[src/shared/rfc_regs.svh]
/*
  register indices, field positions, reset values and timing figures of the
  framing and wait-timing configuration block.
  assumes one aligned 32-bit word per register, byte address = index * 4.
*/
`ifndef RFC_REGS_SVH
`define RFC_REGS_SVH

// register indices
`define RFC_IDX_WAIT_CTRL   8'h31
`define RFC_IDX_WAIT_LOW    8'h32
`define RFC_IDX_FRAME_CTL   8'h33
`define RFC_IDX_START_DET   8'h34
`define RFC_IDX_RX_CTL      8'h35
`define RFC_IDX_MODE        8'h40

// reset values
`define RFC_WAIT_CTRL_RST   8'hc0
`define RFC_REG_RST         8'h00

// tx_wait_control fields
`define RFC_WC_ORIGIN       7
`define RFC_WC_UNIT         6
`define RFC_WC_HIGH_MSB     5
`define RFC_WC_HIGH_LSB     3
`define RFC_WC_STOP_MSB     2
`define RFC_WC_STOP_LSB     0

// frame_control fields
`define RFC_FC_TX_PARITY    7
`define RFC_FC_RX_PARITY    6
`define RFC_FC_TRAIL_MSB    3
`define RFC_FC_TRAIL_LSB    2
`define RFC_FC_LEAD_MSB     1
`define RFC_FC_LEAD_LSB     0

// rx_start_detect fields
`define RFC_SD_SOF_EN       5
`define RFC_SD_SOF_SEEN     4
`define RFC_SD_SUB_EN       2
`define RFC_SD_SUB_SEEN     1
`define RFC_SD_SUB_LIVE     0

// rx_control fields
`define RFC_RC_PARTIAL      7
`define RFC_RC_CONTINUOUS   6
`define RFC_RC_EOF_TYPE_B   5
`define RFC_RC_GUARD_CHECK  4
`define RFC_RC_DISTURB      3
`define RFC_RC_RATE_MSB     2
`define RFC_RC_RATE_LSB     0

// mode register fields
`define RFC_MD_TYPE_B       0
`define RFC_MD_BUSY         7

// stop, guard, rate and disturbance coding
`define RFC_STOP_NONE       3'h0
`define RFC_STOP_ONE        3'h1
`define RFC_RATE_LOWEST     3'h4
`define RFC_DISTURB_BYTES   2'd3

// bus answers
`define RFC_RESP_OKAY       2'b00
`define RFC_RESP_SLVERR     2'b10

// wait unit: 16 carrier periods of 13.56 MHz on a 20 MHz clock, rounded up
`define RFC_CARRIER_UNIT    16
`define RFC_CARRIER_KHZ     13560
`define RFC_CLK_KHZ         20000
`define RFC_CARRIER_UNIT_CYC ((`RFC_CARRIER_UNIT * `RFC_CLK_KHZ + `RFC_CARRIER_KHZ - 1) / `RFC_CARRIER_KHZ)

`endif

[src/shared/rfc_pkg.sv]
/*
  types shared by the framing configuration block and its wait timer.
  assumes nothing beyond a SystemVerilog compiler.
*/
`default_nettype none

package rfc_pkg;

  typedef enum logic [1:0] {
    WAIT_IDLE = 2'b01,
    WAIT_RUN  = 2'b10
  } rfc_wait_e;

  typedef struct packed {
    logic       parityAppend;
    logic [1:0] leaderSymbol;
    logic [1:0] trailerSymbol;
    logic       stopBit;
    logic [2:0] guardTimes;
  } rfc_tx_cfg_s;

  typedef struct packed {
    logic       parityCheck;
    logic       continuous;
    logic       eofTypeB;
    logic       eofCheck;
    logic       rateValid;
    logic [1:0] rateSel;
  } rfc_rx_cfg_s;

  typedef struct packed {
    logic [7:0] data;
    logic       parity;
    logic       complete;
  } rfc_rx_byte_s;

  typedef struct packed {
    logic [7:0] waitCtrl;
    logic [7:0] waitLow;
    logic [7:0] frameCtl;
    logic [7:0] rxCtl;
    logic       sofEn;
    logic       sofSeen;
    logic       subEn;
    logic       subSeen;
    logic       typeB;
    logic       bvalid;
    logic [1:0] bresp;
    logic       rvalid;
    logic [1:0] rresp;
    logic [7:0] rdata;
    logic [1:0] byteCount;
    logic       suppressed;
    logic       fifoWrite;
    logic [7:0] fifoData;
    logic       fifoFlush;
    logic       protoErr;
    logic       rxDone;
    logic       rxAutoStop;
    logic       txParity;
  } rfc_main_state_s;

endpackage

`default_nettype wire

[src/rtl/rfc_wait_timer.sv]
/*
  wait timer: counts a programmed number of wait units after a start pulse.
  assumes halfBitTick is a one-cycle pulse on clk, one per half bit period.
*/
`default_nettype none
`include "rfc_regs.svh"

module rfc_wait_timer #(
  parameter int WAIT_W   = 11,
  parameter int UNIT_CYC = `RFC_CARRIER_UNIT_CYC
) (
  // clock and reset
  input  wire logic              clk,
  input  wire logic              rst,
  // control
  input  wire logic              start,
  input  wire logic [WAIT_W-1:0] waitValue,
  input  wire logic              halfBitUnit,
  input  wire logic              halfBitTick,
  // status
  output logic                   busy
);
  import rfc_pkg::*;

  localparam int PRE_W = $clog2(UNIT_CYC + 1);

  generate
    if (UNIT_CYC < 1 || WAIT_W < 1)
    begin : g_bad
      $error("wait timer needs a unit of one cycle or more");
    end
  endgenerate

  typedef struct packed {
    rfc_wait_e         phase;
    logic [WAIT_W-1:0] remain;
    logic [PRE_W-1:0]  pre;
  } rfc_timer_state_s;

  rfc_timer_state_s stateReg;
  rfc_timer_state_s stateNext;
  logic             unitTick;

  // carrier units come from the prescaler, half-bit units from the bit clock
  assign unitTick = halfBitUnit ? halfBitTick
                  : (stateReg.pre == PRE_W'(UNIT_CYC - 1));

  always_comb
  begin
    stateNext = stateReg;
    if (start)
    begin
      stateNext.remain = waitValue;
      stateNext.pre    = '0;
      stateNext.phase  = (waitValue == '0) ? WAIT_IDLE : WAIT_RUN;
    end
    else
    begin
      unique case (stateReg.phase)
        WAIT_IDLE:
        begin
          stateNext.pre = '0;
        end
        WAIT_RUN:
        begin
          stateNext.pre = (unitTick || halfBitUnit) ? '0 : stateReg.pre + 1'b1;
          if (unitTick)
          begin
            stateNext.remain = stateReg.remain - 1'b1;
            if (stateReg.remain == WAIT_W'(1))
            begin
              stateNext.phase = WAIT_IDLE;
            end
          end
        end
        default:
        begin
          stateNext.phase = WAIT_IDLE;
        end
      endcase
    end
  end

  always_ff @(posedge clk)
  begin
    if (rst)
    begin
      stateReg.phase  <= WAIT_IDLE;
      stateReg.remain <= '0;
      stateReg.pre    <= '0;
    end
    else
    begin
      stateReg <= stateNext;
    end
  end

  assign busy = (stateReg.phase == WAIT_RUN);
endmodule // rfc_wait_timer

`default_nettype wire

[src/rtl/rfc_frame_timing.sv]
/*
  framing and wait-timing configuration of the contactless transceiver, with
  an AXI4-Lite register slave, the transmit wait gate and receive-side FIFO
  write control.
  assumes tx and rx engines on the same clock, giving one-cycle pulses.
// Operation
// - wait starts at tx end or rx end
// - wait unit: 16 carrier periods or half bit
// - wait value: low byte plus three high bits
// - keep programmed wait before each transmission
// - type B stop bit and guard times code
// - append computed parity to each sent byte
// - check rx parity, never store parity bits
// - trailing symbol chosen by two-bit field
// - leading symbol chosen by two-bit field
// - frame start raises interrupt when enabled
// - sticky frame-start flag, software clears it
// - subcarrier raises same interrupt when enabled
// - sticky subcarrier flag, software clears it
// - live bit shows subcarrier present now
// - partial-byte store writes incomplete bytes anyway
// - continuous receive never stops automatically
// - continuous receive appends error byte per frame
// - frame-end style picks type B or symbol
// - style zero with symbols zero disables check
// - wait control resets to c0
// - guard check flags overlong type B guard
// - early error discards bytes, flushes, no irq
// - rate field codes four to seven valid
*/
// Implementation choice: the AXI4-Lite register port.
`default_nettype none
`include "rfc_regs.svh"

module rfc_frame_timing #(
  parameter int WAIT_W   = 11,
  parameter int UNIT_CYC = `RFC_CARRIER_UNIT_CYC
) (
  // clock and reset
  input  wire logic            clk,
  input  wire logic            rst,
  // register bus
  input  wire logic [11:0]     awaddr,
  input  wire logic            awvalid,
  output logic                 awready,
  input  wire logic [31:0]     wdata,
  input  wire logic [3:0]      wstrb,
  input  wire logic            wvalid,
  output logic                 wready,
  output logic [1:0]           bresp,
  output logic                 bvalid,
  input  wire logic            bready,
  input  wire logic [11:0]     araddr,
  input  wire logic            arvalid,
  output logic                 arready,
  output logic [31:0]          rdata,
  output logic [1:0]           rresp,
  output logic                 rvalid,
  input  wire logic            rready,
  // transmit engine
  input  wire logic            txRequest,
  output logic                 txGrant,
  input  wire logic            txFrameEnd,
  input  wire logic [7:0]      txByte,
  input  wire logic            txByteValid,
  output logic                 txParityBit,
  output rfc_pkg::rfc_tx_cfg_s txCfg,
  input  wire logic            halfBitTick,
  // receive engine
  input  wire logic            sofDetect,
  input  wire logic            subcarrierLive,
  input  wire logic            crcEnable,
  input  wire logic            rxByteValid,
  input  wire rfc_pkg::rfc_rx_byte_s rxByte,
  input  wire logic            rxError,
  input  wire logic            rxFrameEnd,
  input  wire logic            rxGuardTooLong,
  input  wire logic [7:0]      errorReg,
  input  wire logic [1:0]      endSymbolBits,
  output rfc_pkg::rfc_rx_cfg_s rxCfg,
  // fifo and events
  output logic                 fifoWrite,
  output logic [7:0]           fifoData,
  output logic                 fifoFlush,
  output logic                 rxDone,
  output logic                 rxAutoStop,
  output logic                 protoErr,
  output logic                 frameStartIrq
);
  import rfc_pkg::*;

  generate
    if (WAIT_W != 11)
    begin : g_bad
      $error("wait value is eleven bits wide");
    end
  endgenerate

  rfc_main_state_s   stateReg;
  rfc_main_state_s   stateNext;
  logic              timerBusy;
  logic              waitStart;
  logic [WAIT_W-1:0] waitValue;
  logic              wrFire;
  logic              wrOk;
  logic [7:0]        wrIdx;
  logic              rdFire;
  logic              rdOk;
  logic              parityBad;
  logic              frameErr;
  logic              disturbHit;
  logic              storeByte;

  function automatic logic idxMapped(input logic [11:0] addr);
    logic [7:0] idx;
    idx = addr[9:2];
    idxMapped = (addr[11:10] == 2'b00) && (addr[1:0] == 2'b00) &&
                (idx == `RFC_IDX_WAIT_CTRL || idx == `RFC_IDX_WAIT_LOW ||
                 idx == `RFC_IDX_FRAME_CTL || idx == `RFC_IDX_START_DET ||
                 idx == `RFC_IDX_RX_CTL    || idx == `RFC_IDX_MODE);
  endfunction

  assign wrIdx  = awaddr[9:2];
  assign wrOk   = idxMapped(awaddr);
  assign rdOk   = idxMapped(araddr);
  // both channels are taken together; a lone address or data waits
  assign wrFire = awvalid && wvalid && !stateReg.bvalid;
  assign rdFire = arvalid && !stateReg.rvalid;

  // wait value and origin event
  assign waitValue = {stateReg.waitCtrl[`RFC_WC_HIGH_MSB:`RFC_WC_HIGH_LSB],
                      stateReg.waitLow};
  assign waitStart = stateReg.waitCtrl[`RFC_WC_ORIGIN] ? rxFrameEnd
                   : txFrameEnd;

  rfc_wait_timer #(
    .WAIT_W   (WAIT_W),
    .UNIT_CYC (UNIT_CYC)
  ) u_wait (
    .clk         (clk),
    .rst         (rst),
    .start       (waitStart),
    .waitValue   (waitValue),
    .halfBitUnit (stateReg.waitCtrl[`RFC_WC_UNIT]),
    .halfBitTick (halfBitTick),
    .busy        (timerBusy)
  );

  // a request in the origin cycle is held too, since the count is not loaded
  assign txGrant = txRequest && !timerBusy && !waitStart;

  // receive byte classification
  assign parityBad  = stateReg.frameCtl[`RFC_FC_RX_PARITY] &&
                      (rxByte.parity != ~^rxByte.data);
  assign frameErr   = parityBad || rxError;
  assign disturbHit = rxByteValid && frameErr &&
                      stateReg.rxCtl[`RFC_RC_DISTURB] &&
                      (stateReg.byteCount < `RFC_DISTURB_BYTES);
  assign storeByte  = rxByte.complete || !crcEnable ||
                      stateReg.rxCtl[`RFC_RC_PARTIAL];

  always_comb
  begin
    stateNext = stateReg;
    stateNext.fifoWrite  = 1'b0;
    stateNext.fifoFlush  = 1'b0;
    stateNext.rxDone     = 1'b0;
    stateNext.rxAutoStop = 1'b0;
    stateNext.protoErr   = 1'b0;
    // write channel
    if (stateReg.bvalid && bready)
    begin
      stateNext.bvalid = 1'b0;
    end
    if (wrFire)
    begin
      stateNext.bvalid = 1'b1;
      stateNext.bresp  = wrOk ? `RFC_RESP_OKAY : `RFC_RESP_SLVERR;
      if (wrOk && wstrb[0])
      begin
        case (wrIdx)
          `RFC_IDX_WAIT_CTRL: stateNext.waitCtrl = wdata[7:0];
          `RFC_IDX_WAIT_LOW:  stateNext.waitLow  = wdata[7:0];
          `RFC_IDX_FRAME_CTL: stateNext.frameCtl = wdata[7:0];
          `RFC_IDX_RX_CTL:    stateNext.rxCtl    = wdata[7:0];
          `RFC_IDX_MODE:      stateNext.typeB    = wdata[`RFC_MD_TYPE_B];
          `RFC_IDX_START_DET:
          begin
            stateNext.sofEn   = wdata[`RFC_SD_SOF_EN];
            stateNext.subEn   = wdata[`RFC_SD_SUB_EN];
            // writing zero clears a sticky flag, writing one keeps it
            stateNext.sofSeen = stateReg.sofSeen & wdata[`RFC_SD_SOF_SEEN];
            stateNext.subSeen = stateReg.subSeen & wdata[`RFC_SD_SUB_SEEN];
          end
          default: stateNext.typeB = stateReg.typeB;
        endcase
      end
    end
    // detection wins over a clear in the same cycle
    if (sofDetect)
    begin
      stateNext.sofSeen = 1'b1;
    end
    if (subcarrierLive)
    begin
      stateNext.subSeen = 1'b1;
    end
    // read channel
    if (stateReg.rvalid && rready)
    begin
      stateNext.rvalid = 1'b0;
    end
    if (rdFire)
    begin
      stateNext.rvalid = 1'b1;
      stateNext.rresp  = rdOk ? `RFC_RESP_OKAY : `RFC_RESP_SLVERR;
      stateNext.rdata  = `RFC_REG_RST;
      if (rdOk)
      begin
        case (araddr[9:2])
          `RFC_IDX_WAIT_CTRL: stateNext.rdata = stateReg.waitCtrl;
          `RFC_IDX_WAIT_LOW:  stateNext.rdata = stateReg.waitLow;
          `RFC_IDX_FRAME_CTL: stateNext.rdata = stateReg.frameCtl;
          `RFC_IDX_RX_CTL:    stateNext.rdata = stateReg.rxCtl;
          `RFC_IDX_START_DET:
          begin
            stateNext.rdata[`RFC_SD_SOF_EN]   = stateReg.sofEn;
            stateNext.rdata[`RFC_SD_SOF_SEEN] = stateReg.sofSeen;
            stateNext.rdata[`RFC_SD_SUB_EN]   = stateReg.subEn;
            stateNext.rdata[`RFC_SD_SUB_SEEN] = stateReg.subSeen;
            stateNext.rdata[`RFC_SD_SUB_LIVE] = subcarrierLive;
          end
          default:
          begin
            stateNext.rdata[`RFC_MD_TYPE_B] = stateReg.typeB;
            stateNext.rdata[`RFC_MD_BUSY]   = timerBusy;
          end
        endcase
      end
    end
    // transmit parity, odd over the byte
    if (txByteValid)
    begin
      stateNext.txParity = ~^txByte;
    end
    // receive bytes; only the eight data bits reach the fifo
    if (disturbHit)
    begin
      stateNext.fifoFlush  = 1'b1;
      stateNext.suppressed = 1'b1;
      stateNext.byteCount  = '0;
    end
    else if (rxByteValid)
    begin
      stateNext.fifoWrite = storeByte;
      stateNext.fifoData  = rxByte.data;
      if (stateReg.byteCount != `RFC_DISTURB_BYTES)
      begin
        stateNext.byteCount = stateReg.byteCount + 1'b1;
      end
    end
    // frame end; assumed never in the same cycle as a received byte
    if (rxFrameEnd)
    begin
      stateNext.byteCount  = '0;
      stateNext.suppressed = 1'b0;
      stateNext.rxDone     = !stateReg.suppressed && !(
                             stateReg.rxCtl[`RFC_RC_DISTURB] &&
                             stateReg.byteCount < `RFC_DISTURB_BYTES);
      if (stateReg.rxCtl[`RFC_RC_CONTINUOUS])
      begin
        stateNext.fifoWrite = 1'b1;
        stateNext.fifoData  = errorReg;
      end
      else
      begin
        stateNext.rxAutoStop = 1'b1;
      end
    end
    stateNext.protoErr = rxGuardTooLong && stateReg.typeB &&
                         stateReg.rxCtl[`RFC_RC_GUARD_CHECK];
  end

  always_ff @(posedge clk)
  begin
    if (rst)
    begin
      stateReg          <= '0;
      stateReg.waitCtrl <= `RFC_WAIT_CTRL_RST;
    end
    else
    begin
      stateReg <= stateNext;
    end
  end

  // bus outputs
  assign awready = wrFire;
  assign wready  = wrFire;
  assign bvalid  = stateReg.bvalid;
  assign bresp   = stateReg.bresp;
  assign arready = rdFire;
  assign rvalid  = stateReg.rvalid;
  assign rresp   = stateReg.rresp;
  assign rdata   = {24'h000000, stateReg.rdata};

  // transmit configuration; stop and guard only apply to type B
  assign txParityBit         = stateReg.txParity;
  assign txCfg.parityAppend  = stateReg.frameCtl[`RFC_FC_TX_PARITY];
  assign txCfg.trailerSymbol =
    stateReg.frameCtl[`RFC_FC_TRAIL_MSB:`RFC_FC_TRAIL_LSB];
  assign txCfg.leaderSymbol  =
    stateReg.frameCtl[`RFC_FC_LEAD_MSB:`RFC_FC_LEAD_LSB];
  assign txCfg.stopBit       = stateReg.typeB &&
    (stateReg.waitCtrl[`RFC_WC_STOP_MSB:`RFC_WC_STOP_LSB] != `RFC_STOP_NONE);
  assign txCfg.guardTimes    = (stateReg.typeB &&
    stateReg.waitCtrl[`RFC_WC_STOP_MSB:`RFC_WC_STOP_LSB] > `RFC_STOP_ONE) ?
    stateReg.waitCtrl[`RFC_WC_STOP_MSB:`RFC_WC_STOP_LSB] - `RFC_STOP_ONE
    : `RFC_STOP_NONE;

  // receive configuration
  assign rxCfg.parityCheck = stateReg.frameCtl[`RFC_FC_RX_PARITY];
  assign rxCfg.continuous  = stateReg.rxCtl[`RFC_RC_CONTINUOUS];
  assign rxCfg.eofTypeB    = stateReg.rxCtl[`RFC_RC_EOF_TYPE_B];
  assign rxCfg.eofCheck    = stateReg.rxCtl[`RFC_RC_EOF_TYPE_B] ||
                             (endSymbolBits != 2'b00);
  // codes below four are reserved and reported as not valid
  assign rxCfg.rateValid   = stateReg.rxCtl[`RFC_RC_RATE_MSB];
  assign rxCfg.rateSel     =
    stateReg.rxCtl[`RFC_RC_RATE_MSB-1:`RFC_RC_RATE_LSB];

  // events
  assign fifoWrite     = stateReg.fifoWrite;
  assign fifoData      = stateReg.fifoData;
  assign fifoFlush     = stateReg.fifoFlush;
  assign rxDone        = stateReg.rxDone;
  assign rxAutoStop    = stateReg.rxAutoStop;
  assign protoErr      = stateReg.protoErr;
  assign frameStartIrq = (stateReg.sofEn && stateReg.sofSeen) ||
                         (stateReg.subEn && stateReg.subSeen);
endmodule // rfc_frame_timing

`default_nettype wire

[config.mk]
export PLATFORM = sky130hd
export DESIGN_NAME = rfc_frame_timing
export DESIGN_NICKNAME = d
export VERILOG_FILES = /design/src/shared/rfc_pkg.sv /design/src/rtl/rfc_wait_timer.sv /design/src/rtl/rfc_frame_timing.sv
export VERILOG_INCLUDE_DIRS = /design/src /design/src/shared
export SDC_FILE = /design/constraint.sdc
export NUM_CORES = 1
export LEC_CHECK = 0
export BUFFER_PORTS_ARGS = -buffer_cell sky130_fd_sc_hd__buf_4
export CAP_MARGIN = 20
export CORE_AREA = 2 2 97 99
export DETAILED_ROUTE_END_ITERATION = 10
export DIE_AREA = 0 0 99 101
export PLACE_DENSITY = 0.84
export SYNTH_ARGS = -nofsm -noshare
export SYNTH_HDL_FRONTEND = slang
export SYNTH_SLANG_ARGS = --single-unit
[constraint.sdc]
create_clock -name clk -period 3.05 [get_ports clk]
set_input_delay 0.4575 -clock clk [delete_from_list [all_inputs] [get_ports clk]]
set_output_delay 0.4575 -clock clk [all_outputs]
set_load 0.02 [all_outputs]
==> reports/qor.txt, run 1 <==
Num CTS Buffers: 9
# setup viols final: 0
switching pwr: 589.7 uW
share of cells above drive strength 1: 24.32%
dpl ws: 0.5076 ns
via count: 3960
clock transition at the registers of the reported paths: 0.09 ns
met3 usage: 3.537%
RR Endpoint: u_wait.stateReg[14]
row count: 35
DRT iter0 DRCs: 170
# DRC: 0
min-delay src: rxFrameEnd
Core ar.: 8977 sq um
WL/cell: 14.45 microns
Setup Fix Bufs, Post-CTS: 0
initial antenna violation count: 0
final hold violations: 0
dominant cells by area after synthesis: dfxtp_1 36%, mux2i_1 13%, buf_4 9.4%
GR Layer Usage met2: 36.17%
WHS Endpoint: stateReg[16]
CP max stage cell: dfxtp_1
post-synth top area share: 36.19%
Net Sw Frac: 24.30%
final wirelength: 10580 microns
CP Class: reg -> reg
Reg power frac: 46.8%
Crit Path Max Fanout: 5
clock root cell: clkbuf_8
Top FF cell, synth: dfxtp_1
Critical Path RT: 3.32 ns
EDFF count, synth: 0
fin crit share: 71.94%
Rel. slew slack: 36.38%
RSZ-0062 raised after global routing: no
Routed Antenna Nets: 0
Peak VDD IR: 0.0002654 V
Clock Power Share: 39.5%
fin nets: 733
Slew Viols, Final: 0
DIE AREA: 9999 sq um
TritonCTS clock tree: yes
post-CTS sizing: 0
Hold Path Depth: 2
routability cong.: 0.8521
P&R area growth vs syn: 19.76%
clk buf depth: 2
H-tree levels: 3
Port Buffers: 125
worst setup margin: 0.8559 ns
n_diodes: 0
vias in the first global route: 3659
Synth Register Bits: 84
Int Power: 1.838 mW
Initial Utilization: 51.76%
Pleak: 2.457 nW
cell taking the most area after synthesis: dfxtp_1
Via density: 5.410
Hold Path Class: in -> reg
M1 GR Usage: 25.09%
Critical Path End Type: flip-flop
Worst path max stage delay: 0.38 ns
Ys Warns: 0
Gate power share: 13.7%
Register-to-Register Path Depth: 7
Netlist cell types: 56
first-pass GRT wire length: 16770 microns
drt pass-1 iters: 4
CP Data Arrival Time: 2.47 ns
slew of the pin with the lowest slew margin: 0.9411 ns
startpoint types: flip-flop
ys async rst share: 0%
chip width: 99 microns
worst reg2reg startpoint: u_wait.stateReg[0]
pin count of the biggest net entering global routing: 52
Skew-Pair Late Insertion Delay: 0.36 ns
DP HPWL: 7838 microns
status: completed
sequential share of the synthesized area: 36.19%
Finished Layout Cells: 732
Syn Inst Count: 530
global route overflow: 0
Num Clock Sinks: 84
syn avg cell area: 8.768 sq um
Ports: 179
GRT busiest layer: met2
MaxCap Viol Count: 0
Mapped Area: 4647 sq um
total power divided by cell area: 436.1 nW/um^2
GRT Overall Usage: 20.60%
dpl cells: 718
hold buffers post-CTS: 0
critical path cell sequence: ha_1 -> nand4b_1 -> o21ai_1 -> nand4b_1 -> nor4_1 -> xnor2_1 -> a211oi_1
Max Fclk: 0.4558 GHz
Worst path most repeated cell: nand4b_1
Sum Neg Setup Slack: 0 ns
R2R Setup Slk: 0.86 ns
Period minus WS final: 2.194 ns
Fin Clk Skew: 0.01817 ns
Die H: 101 microns
[how the worst max path moves through the flow]
stage	startpoint	endpoint	slack [ns]	cells past startpoint
after floorplan	awaddr[2]	stateReg[43]	0.91	8
after global placement	awaddr[8]	stateReg[43]	0.57	7
after detailed placement	awaddr[8]	stateReg[40]	0.51	7
after CTS	awaddr[8]	stateReg[43]	0.86	7
after global routing	u_wait.stateReg[0]	u_wait.stateReg[14]	0.62	7
final	u_wait.stateReg[0]	u_wait.stateReg[14]	0.86	7
[stage by stage]
step                power (mW)  util [%]  area, sq um  hold slack (ns)
global route             2.518     61.99         5565           0.3140
global placement         1.485     59.36         5329           0.4112
floorplan                1.386         -         4741           0.4003
detailed placement       1.494     59.36         5329           0.4172
finish                   2.427     61.99         5565           0.3180
CTS                      2.438     61.99         5565           0.3114
[critical path: cells and delay by family, from the launching register on]
family	cells	cell delay [ns]
and+or+nand+nor	3	0.83
AOI/OAI and AO/OA	2	0.57
DFF	1	0.38
adders and majority gates	1	0.22
xor gates and xnor gates	1	0.11
[metal layers]
metal,share of wire (%),wire length [microns],up-vias
li1,-,-,1953
met3,6.3,663,16
met2,50,5243,149
met1,43,4500,1842
met4,1.6,170,0
met5,0,0,-
[layout by cell type, fill, tap and decap left out, types with 4 or more instances in the layout]
cell type and n:
nand2b_1 8, a21oi_1 22, a211oi_1 14, nor2_1 80, nor4_1 10, nor3_1 12
nand3_1 4, mux2i_1 60, o21ai_0 14, clkbuf_8 10, buf_4 128, nor2b_1 7
a311oi_1 5, ha_1 9, or3_1 8, conb_1 26, xnor2_1 17, nand2_1 30
and3_1 4, inv_1 12, dfxtp_1 84
[registers in the layout (all words and copies together) (netlist names)]
| name | count |
|---|---|
| fifoWrite | 1 |
| u_wait.stateReg | 18 |
| rxDone | 1 |
| fifoFlush | 1 |
| rxCfg | 6 |
| stateReg | 29 |
| txCfg | 5 |
| fifoData | 8 |
| rvalid | 1 |
| bvalid | 1 |
| rdata | 8 |
| rresp | 1 |
| bresp | 1 |
| txParityBit | 1 |
| rxAutoStop | 1 |
| protoErr | 1 |
[Yosys cell counts (all sizes together) (2+ instances only)]
cell type,count
nor3,13
a21oi,22
o211ai,3
and3b,2
or4,4
a2bb2oi,3
o22ai,3
clkbuf,16
ha,9
nand2b,8
dfxtp,84
nor2,80
and4b,2
nand4b,3
nor3b,2
nor4,10
buf,60
nand3,4
or3,8
xnor2,17
nand3b,3
a311oi,5
nor4b,2
and3,4
mux2i,60
xor2,3
a211oi,14
a22oi,2
or4b,2
nor2b,7
nand2,30
nand4,2
o21ai,17
inv,12
[cells by family (layout without fill, tap and decap cells)]
kind of cell / after synthesis / after routing / share of synthesized area, %
DFF: 84 / 84 / 36.19
xor gates and xnor gates: 21 / 21 / 4.254
buffers and inverters: 88 / 154 / 11.98
adders and majority gates: 9 / 9 / 2.423
other: 1 / 26 / 0.08070
AOI/OAI and AO/OA: 76 / 76 / 10.42
and+or+nand+nor: 190 / 190 / 21.49
muxes: 61 / 61 / 13.17
[layout make-up]
| class | instances | area (sq um) |
|---|---|---|
| fillers | 751 | 3412 |
| multi-input cells | 383 | 2502 |
| flip-flops and latches | 84 | 1682 |
| repair buffers | 128 | 960.9 |
| well taps | 111 | 138.9 |
| clock buffers | 10 | 137.6 |
| clock inverters | 4 | 98.84 |
| inverters | 12 | 45.04 |
[power groups by stage]
stage | combinational [mW] | sequential, mW | clock [mW]
global route | 0.361 | 1.14 | 1.02
global placement | 0.325 | 1.16 | 0
finish | 0.333 | 1.14 | 0.958
detailed placement | 0.333 | 1.16 | 0
CTS | 0.335 | 1.14 | 0.967
floorplan | 0.221 | 1.17 | 0
No activity file was read; power rests on OpenSTA's default activity.
==> run 2: changes to the inputs <==
CORE_AREA = 2 2 105 107   (was 2 2 97 99)
DIE_AREA = 0 0 107 109   (was 0 0 99 101)
PLACE_DENSITY = 0.76   (was 0.84)
clock period = 1.9 ns   (was 3.05 ns; I/O delays follow)
==> run 2 against run 1 <==
Compared with the run above:
- the flow now finishes with violations (setup timing)
- setup slack worse by 0.92 ns
- cell count increased by 9.3%
- non-clock buffer count rose by 36
- sequential power up 60%
- largest cell class unchanged
- largest power group unchanged
- highest routed layer unchanged
==> reports/qor.txt, run 2 (synthesis gave the netlist of run 1 again) <==
post-layout util: 56.27%
flip-flop count of the largest register after layout: 29
Fin Clk Skew: 0.01083 ns
first-pass GRT wire length: 17540 microns
Critical Path RT: 2.17 ns
WL/cell: 14.37 microns
Peak VDD IR: 0.0002922 V
critical path cell sequence: or4_4 -> or4_4 -> or3_4 -> a311oi_2
Core ar.: 10600 sq um
worst path buffer plus inverter count: 0
worst setup margin: -0.06734 ns
global route overflow: 0
DIE AREA: 11660 sq um
placed cell area: 5642 sq um
final wirelength: 11500 microns
Worst path most repeated cell: or4_4
area of the multi-input gates: 2606 sq um
FF/Latch Area: 1687 sq um
chip width: 107 microns
commonest non-fill, non-tap cell in the layout: buf_4
Hold WS: 0.1396 ns
Max Fclk: 0.5083 GHz
clk buf depth: 2
Port Buffers: 125
Ports: 179
R2R Setup Slk: -0.07 ns
Crit Path Max Fanout: 3
CP Data Arrival Time: 2.24 ns
share of cells above drive strength 1: 31.21%
Via density: 5.199
routability cong.: 0.8272
dpl ws: -0.2526 ns
fin crit share: 103.5%
DRT iter0 DRCs: 199
total power: 3.656 mW
Final Cell Area: 5966 sq um
Slew Viols, Final: 0
Layout fillers: 937
hold buffers post-CTS: 0
total power divided by cell area: 612.8 nW/um^2
violated checks: setup timing
Register-to-Register Path Depth: 4
CP top delay family: simple AND/OR/NAND/NOR gates
slew of the pin with the lowest slew margin: 0.5235 ns
Skew-Pair Late Insertion Delay: 0.36 ns
MaxCap Viol Count: 0
Hold Path Depth: 2
CP max stage cell: or4_4
Sum Neg Setup Slack: -0.1177 ns
via count: 4159
Initial Utilization: 43.83%
clock root cell: clkbuf_8
most frequent cells in the layout: 161 x buf_4, 80 x nor2_1, 80 x dfxtp_1
status: finished with violations
largest register by flop count: stateReg
# DRC: 0
dpl cells: 778
critical path depth: 4
pin count of the biggest net entering global routing: 29
row count: 38
DP HPWL: 8443 microns
final hold violations: 0
TritonCTS clock tree: yes
Pleak: 2.636 nW
n_diodes: 0
startpoint types: flip-flop
Critical Path End Type: flip-flop
Num Clock Sinks: 84
Rel. slew slack: 65.01%
drt pass-1 iters: 4
RSZ-0062 raised after global routing: yes
clock transition at the registers of the reported paths: 0.08 ns
GRT Overall Usage: 18.79%
initial antenna violation count: 0
P&R area growth vs syn: 28.38%
Hold Path Class: in -> reg
# setup viols final: 2
Num CTS Buffers: 9
Die H: 109 microns
Finished Layout Cells: 800
vias in the first global route: 3875
fin nets: 770
biggest registers after layout: stateReg: 29 flops, u_wait.stateReg: 18 flops
Worst path max stage delay: 0.54 ns
Period minus WS final: 1.967 ns
H-tree levels: 3
Routed Antenna Nets: 0
CP Class: reg -> reg
-- run 2: final timing paths --
check                            from             endpoint
setup / recovery  u_wait.stateReg[11]  u_wait.stateReg[15]
hold / removal             rxFrameEnd         stateReg[15]
setup reg to reg  u_wait.stateReg[11]  u_wait.stateReg[15]
hold reg to reg          stateReg[14]               rxDone
-- run 2: timing repair --
action | 4_1_cts | 5_1_grt
pin swaps | 1 | 6
gates resized for setup | 4 | 17
setup endpoints to repair | 19 | 20
buffers inserted | 1 | 4
cloned | 0 | 1
-- run 2: per-layer routing --
layer  GRT usage, %  share of wire [%]  up-vias
li1               -                  -     2026
met1          21.76                 42     1970
met2          33.58                 50      145
met3          3.825                5.7       18
met4          8.349                2.2        0
met5              0                  0        -
-- run 2: final cells by class --
type | instances | area share, %
Inverter | 12 | 0.7550
Sequential cell | 84 | 28.27
Tap cell | 140 | 2.936
Multi-Input combinational cell | 384 | 43.69
Clock buffer | 11 | 2.202
Clock inverter | 5 | 0.8809
Timing Repair Buffer | 164 | 21.27
-- run 2: power by group --
| group | total, mW | internal, mW | switching, mW |
|---|---|---|---|
| Sequential | 1.82 | 1.80 | 0.0244 |
| Combinational | 0.591 | 0.286 | 0.304 |
| Clock | 1.24 | 0.602 | 0.642 |
==> run 3: changes to the inputs <==
HOLD_SLACK_MARGIN = 0.02   (was not set)
PLACE_DENSITY = not set   (was 0.76)
PLACE_DENSITY_LB_ADDON = 0.25   (was not set)
==> run 3 against run 2 <==
Compared with the run above:
- the run still ends with setup timing left
- sequential share of layout area grew 0.053 points
- global-route usage grew 0.40 points
- fmax grew 0.55%
- critical endpoint is now u_wait.stateReg[17]
- largest power group unchanged
- highest routed layer unchanged
==> reports/qor.txt, run 3 (synthesis gave the netlist of run 1 again) <==
Hold Path Class: in -> reg
CP Data Arrival Time: 2.21 ns
post-layout util: 56.16%
Layout fillers: 962
share of cells above drive strength 1: 31.01%
Ports: 179
hold buffers post-CTS: 0
initial antenna violation count: 0
worst reg2reg startpoint: u_wait.stateReg[11]
chip width: 107 microns
GRT Overall Usage: 19.20%
flip-flop count of the largest register after layout: 29
row count: 38
violated checks: setup timing
P&R area growth vs syn: 28.14%
Peak VDD IR: 0.0003069 V
Num Clock Sinks: 84
vias in the first global route: 3782
# setup viols final: 2
Critical Path RT: 2.16 ns
n_diodes: 0
clock root cell: clkbuf_8
Critical Path End Type: flip-flop
fin nets: 772
Final Cell Area: 5954 sq um
RSZ-0062 raised after global routing: yes
final hold violations: 0
total power: 3.782 mW
H-tree levels: 3
Initial Utilization: 43.83%
Rel. slew slack: 64.84%
DP HPWL: 8452 microns
slew of the pin with the lowest slew margin: 0.5262 ns
drt pass-1 iters: 4
Slew Viols, Final: 0
Sum Neg Setup Slack: -0.1060 ns
commonest non-fill, non-tap cell in the layout: buf_4
total power divided by cell area: 635.2 nW/um^2
Core ar.: 10600 sq um
via count: 4082
Num CTS Buffers: 9
Pleak: 2.645 nW
first-pass GRT wire length: 17800 microns
MaxCap Viol Count: 0
CP Launch Point: u_wait.stateReg[11]
DRT iter0 DRCs: 230
status: finished with violations
routability cong.: 0.8005
Fin Clk Skew: 0.005704 ns
Finished Layout Cells: 801
Via density: 5.096
clk buf depth: 2
TritonCTS clock tree: yes
final wirelength: 11140 microns
Port Buffers: 125
FF/Latch Area: 1687 sq um
DIE AREA: 11660 sq um
dpl cells: 779
Period minus WS final: 1.957 ns
most frequent cells in the layout: 164 x buf_4, 80 x dfxtp_1, 79 x nor2_1
Crit Path Max Fanout: 3
startpoint types: flip-flop
Routed Antenna Nets: 0
clock transition at the registers of the reported paths: 0.08 ns
WL/cell: 13.91 microns
CP Class: reg -> reg
global route overflow: 0
fin crit share: 103.0%
biggest registers after layout: stateReg: 29 flops, u_wait.stateReg: 18 flops
Skew-Pair Late Insertion Delay: 0.35 ns
Die H: 109 microns
placed cell area: 5637 sq um
largest register by flop count: stateReg
# DRC: 0
pin count of the biggest net entering global routing: 35
worst setup margin: -0.05665 ns
min-delay src: rxFrameEnd
Max Fclk: 0.5111 GHz
area of the multi-input gates: 2560 sq um
-- run 3: cell type report --
type,count,area share [%]
multi-input combinational,383,42.99
clock buffer,10,2.143
clock inverter,5,1.303
timing repair buffer,167,21.54
tap,140,2.942
inverter,12,0.7565
sequential,84,28.33
-- run 3: power by group --
group	leakage, nW	internal (mW)	switching, mW
logic	1.86	0.293	0.297
registers	0.685	1.80	0.0233
clock network	0.102	0.729	0.643
total	2.64	2.82	0.963
-- run 3: what timing repair did --
item | CTS | global route
pin swaps | 3 | 11
setup buffers | 2 | 5
gates cloned | 0 | 0
endpoints found under the setup margin | 16 | 21
resized for setup | 3 | 14
-- run 3: final timing paths --
check	cells past startpoint	slack, ns	end
max	6	-0.06	u_wait.stateReg[17]
min	2	0.14	stateReg[15]
max reg2reg	6	-0.06	u_wait.stateReg[17]
min reg2reg	1	0.43	rxDone
-- run 3: metal layers --
layer	share of wire (%)	vias up	GRT usage [%]
li1	-	2032	-
met1	44	1896	24.19
met2	48	141	32.30
met3	6.5	13	3.527
met4	1.9	0	8.256
met5	0	-	0
-- run 3: worst max-delay path, stage by stage (launching register included) --
cell and delay, ns:
dfxtp_1 0.32, or4_4 0.55, or4_4 0.44, nand3b_1 0.18
a21oi_2 0.13, nor2_1 0.06, a21o_1 0.18
-- run 3: stage by stage --
step,setup WS [ns],hold WS (ns)
after floorplan,-0.02896,0.3622
after global placement,-0.2134,0.4137
after detailed placement,-0.2850,0.4211
after CTS,-0.04901,0.1210
after global routing,-0.1174,0.1255
final,-0.05665,0.1353
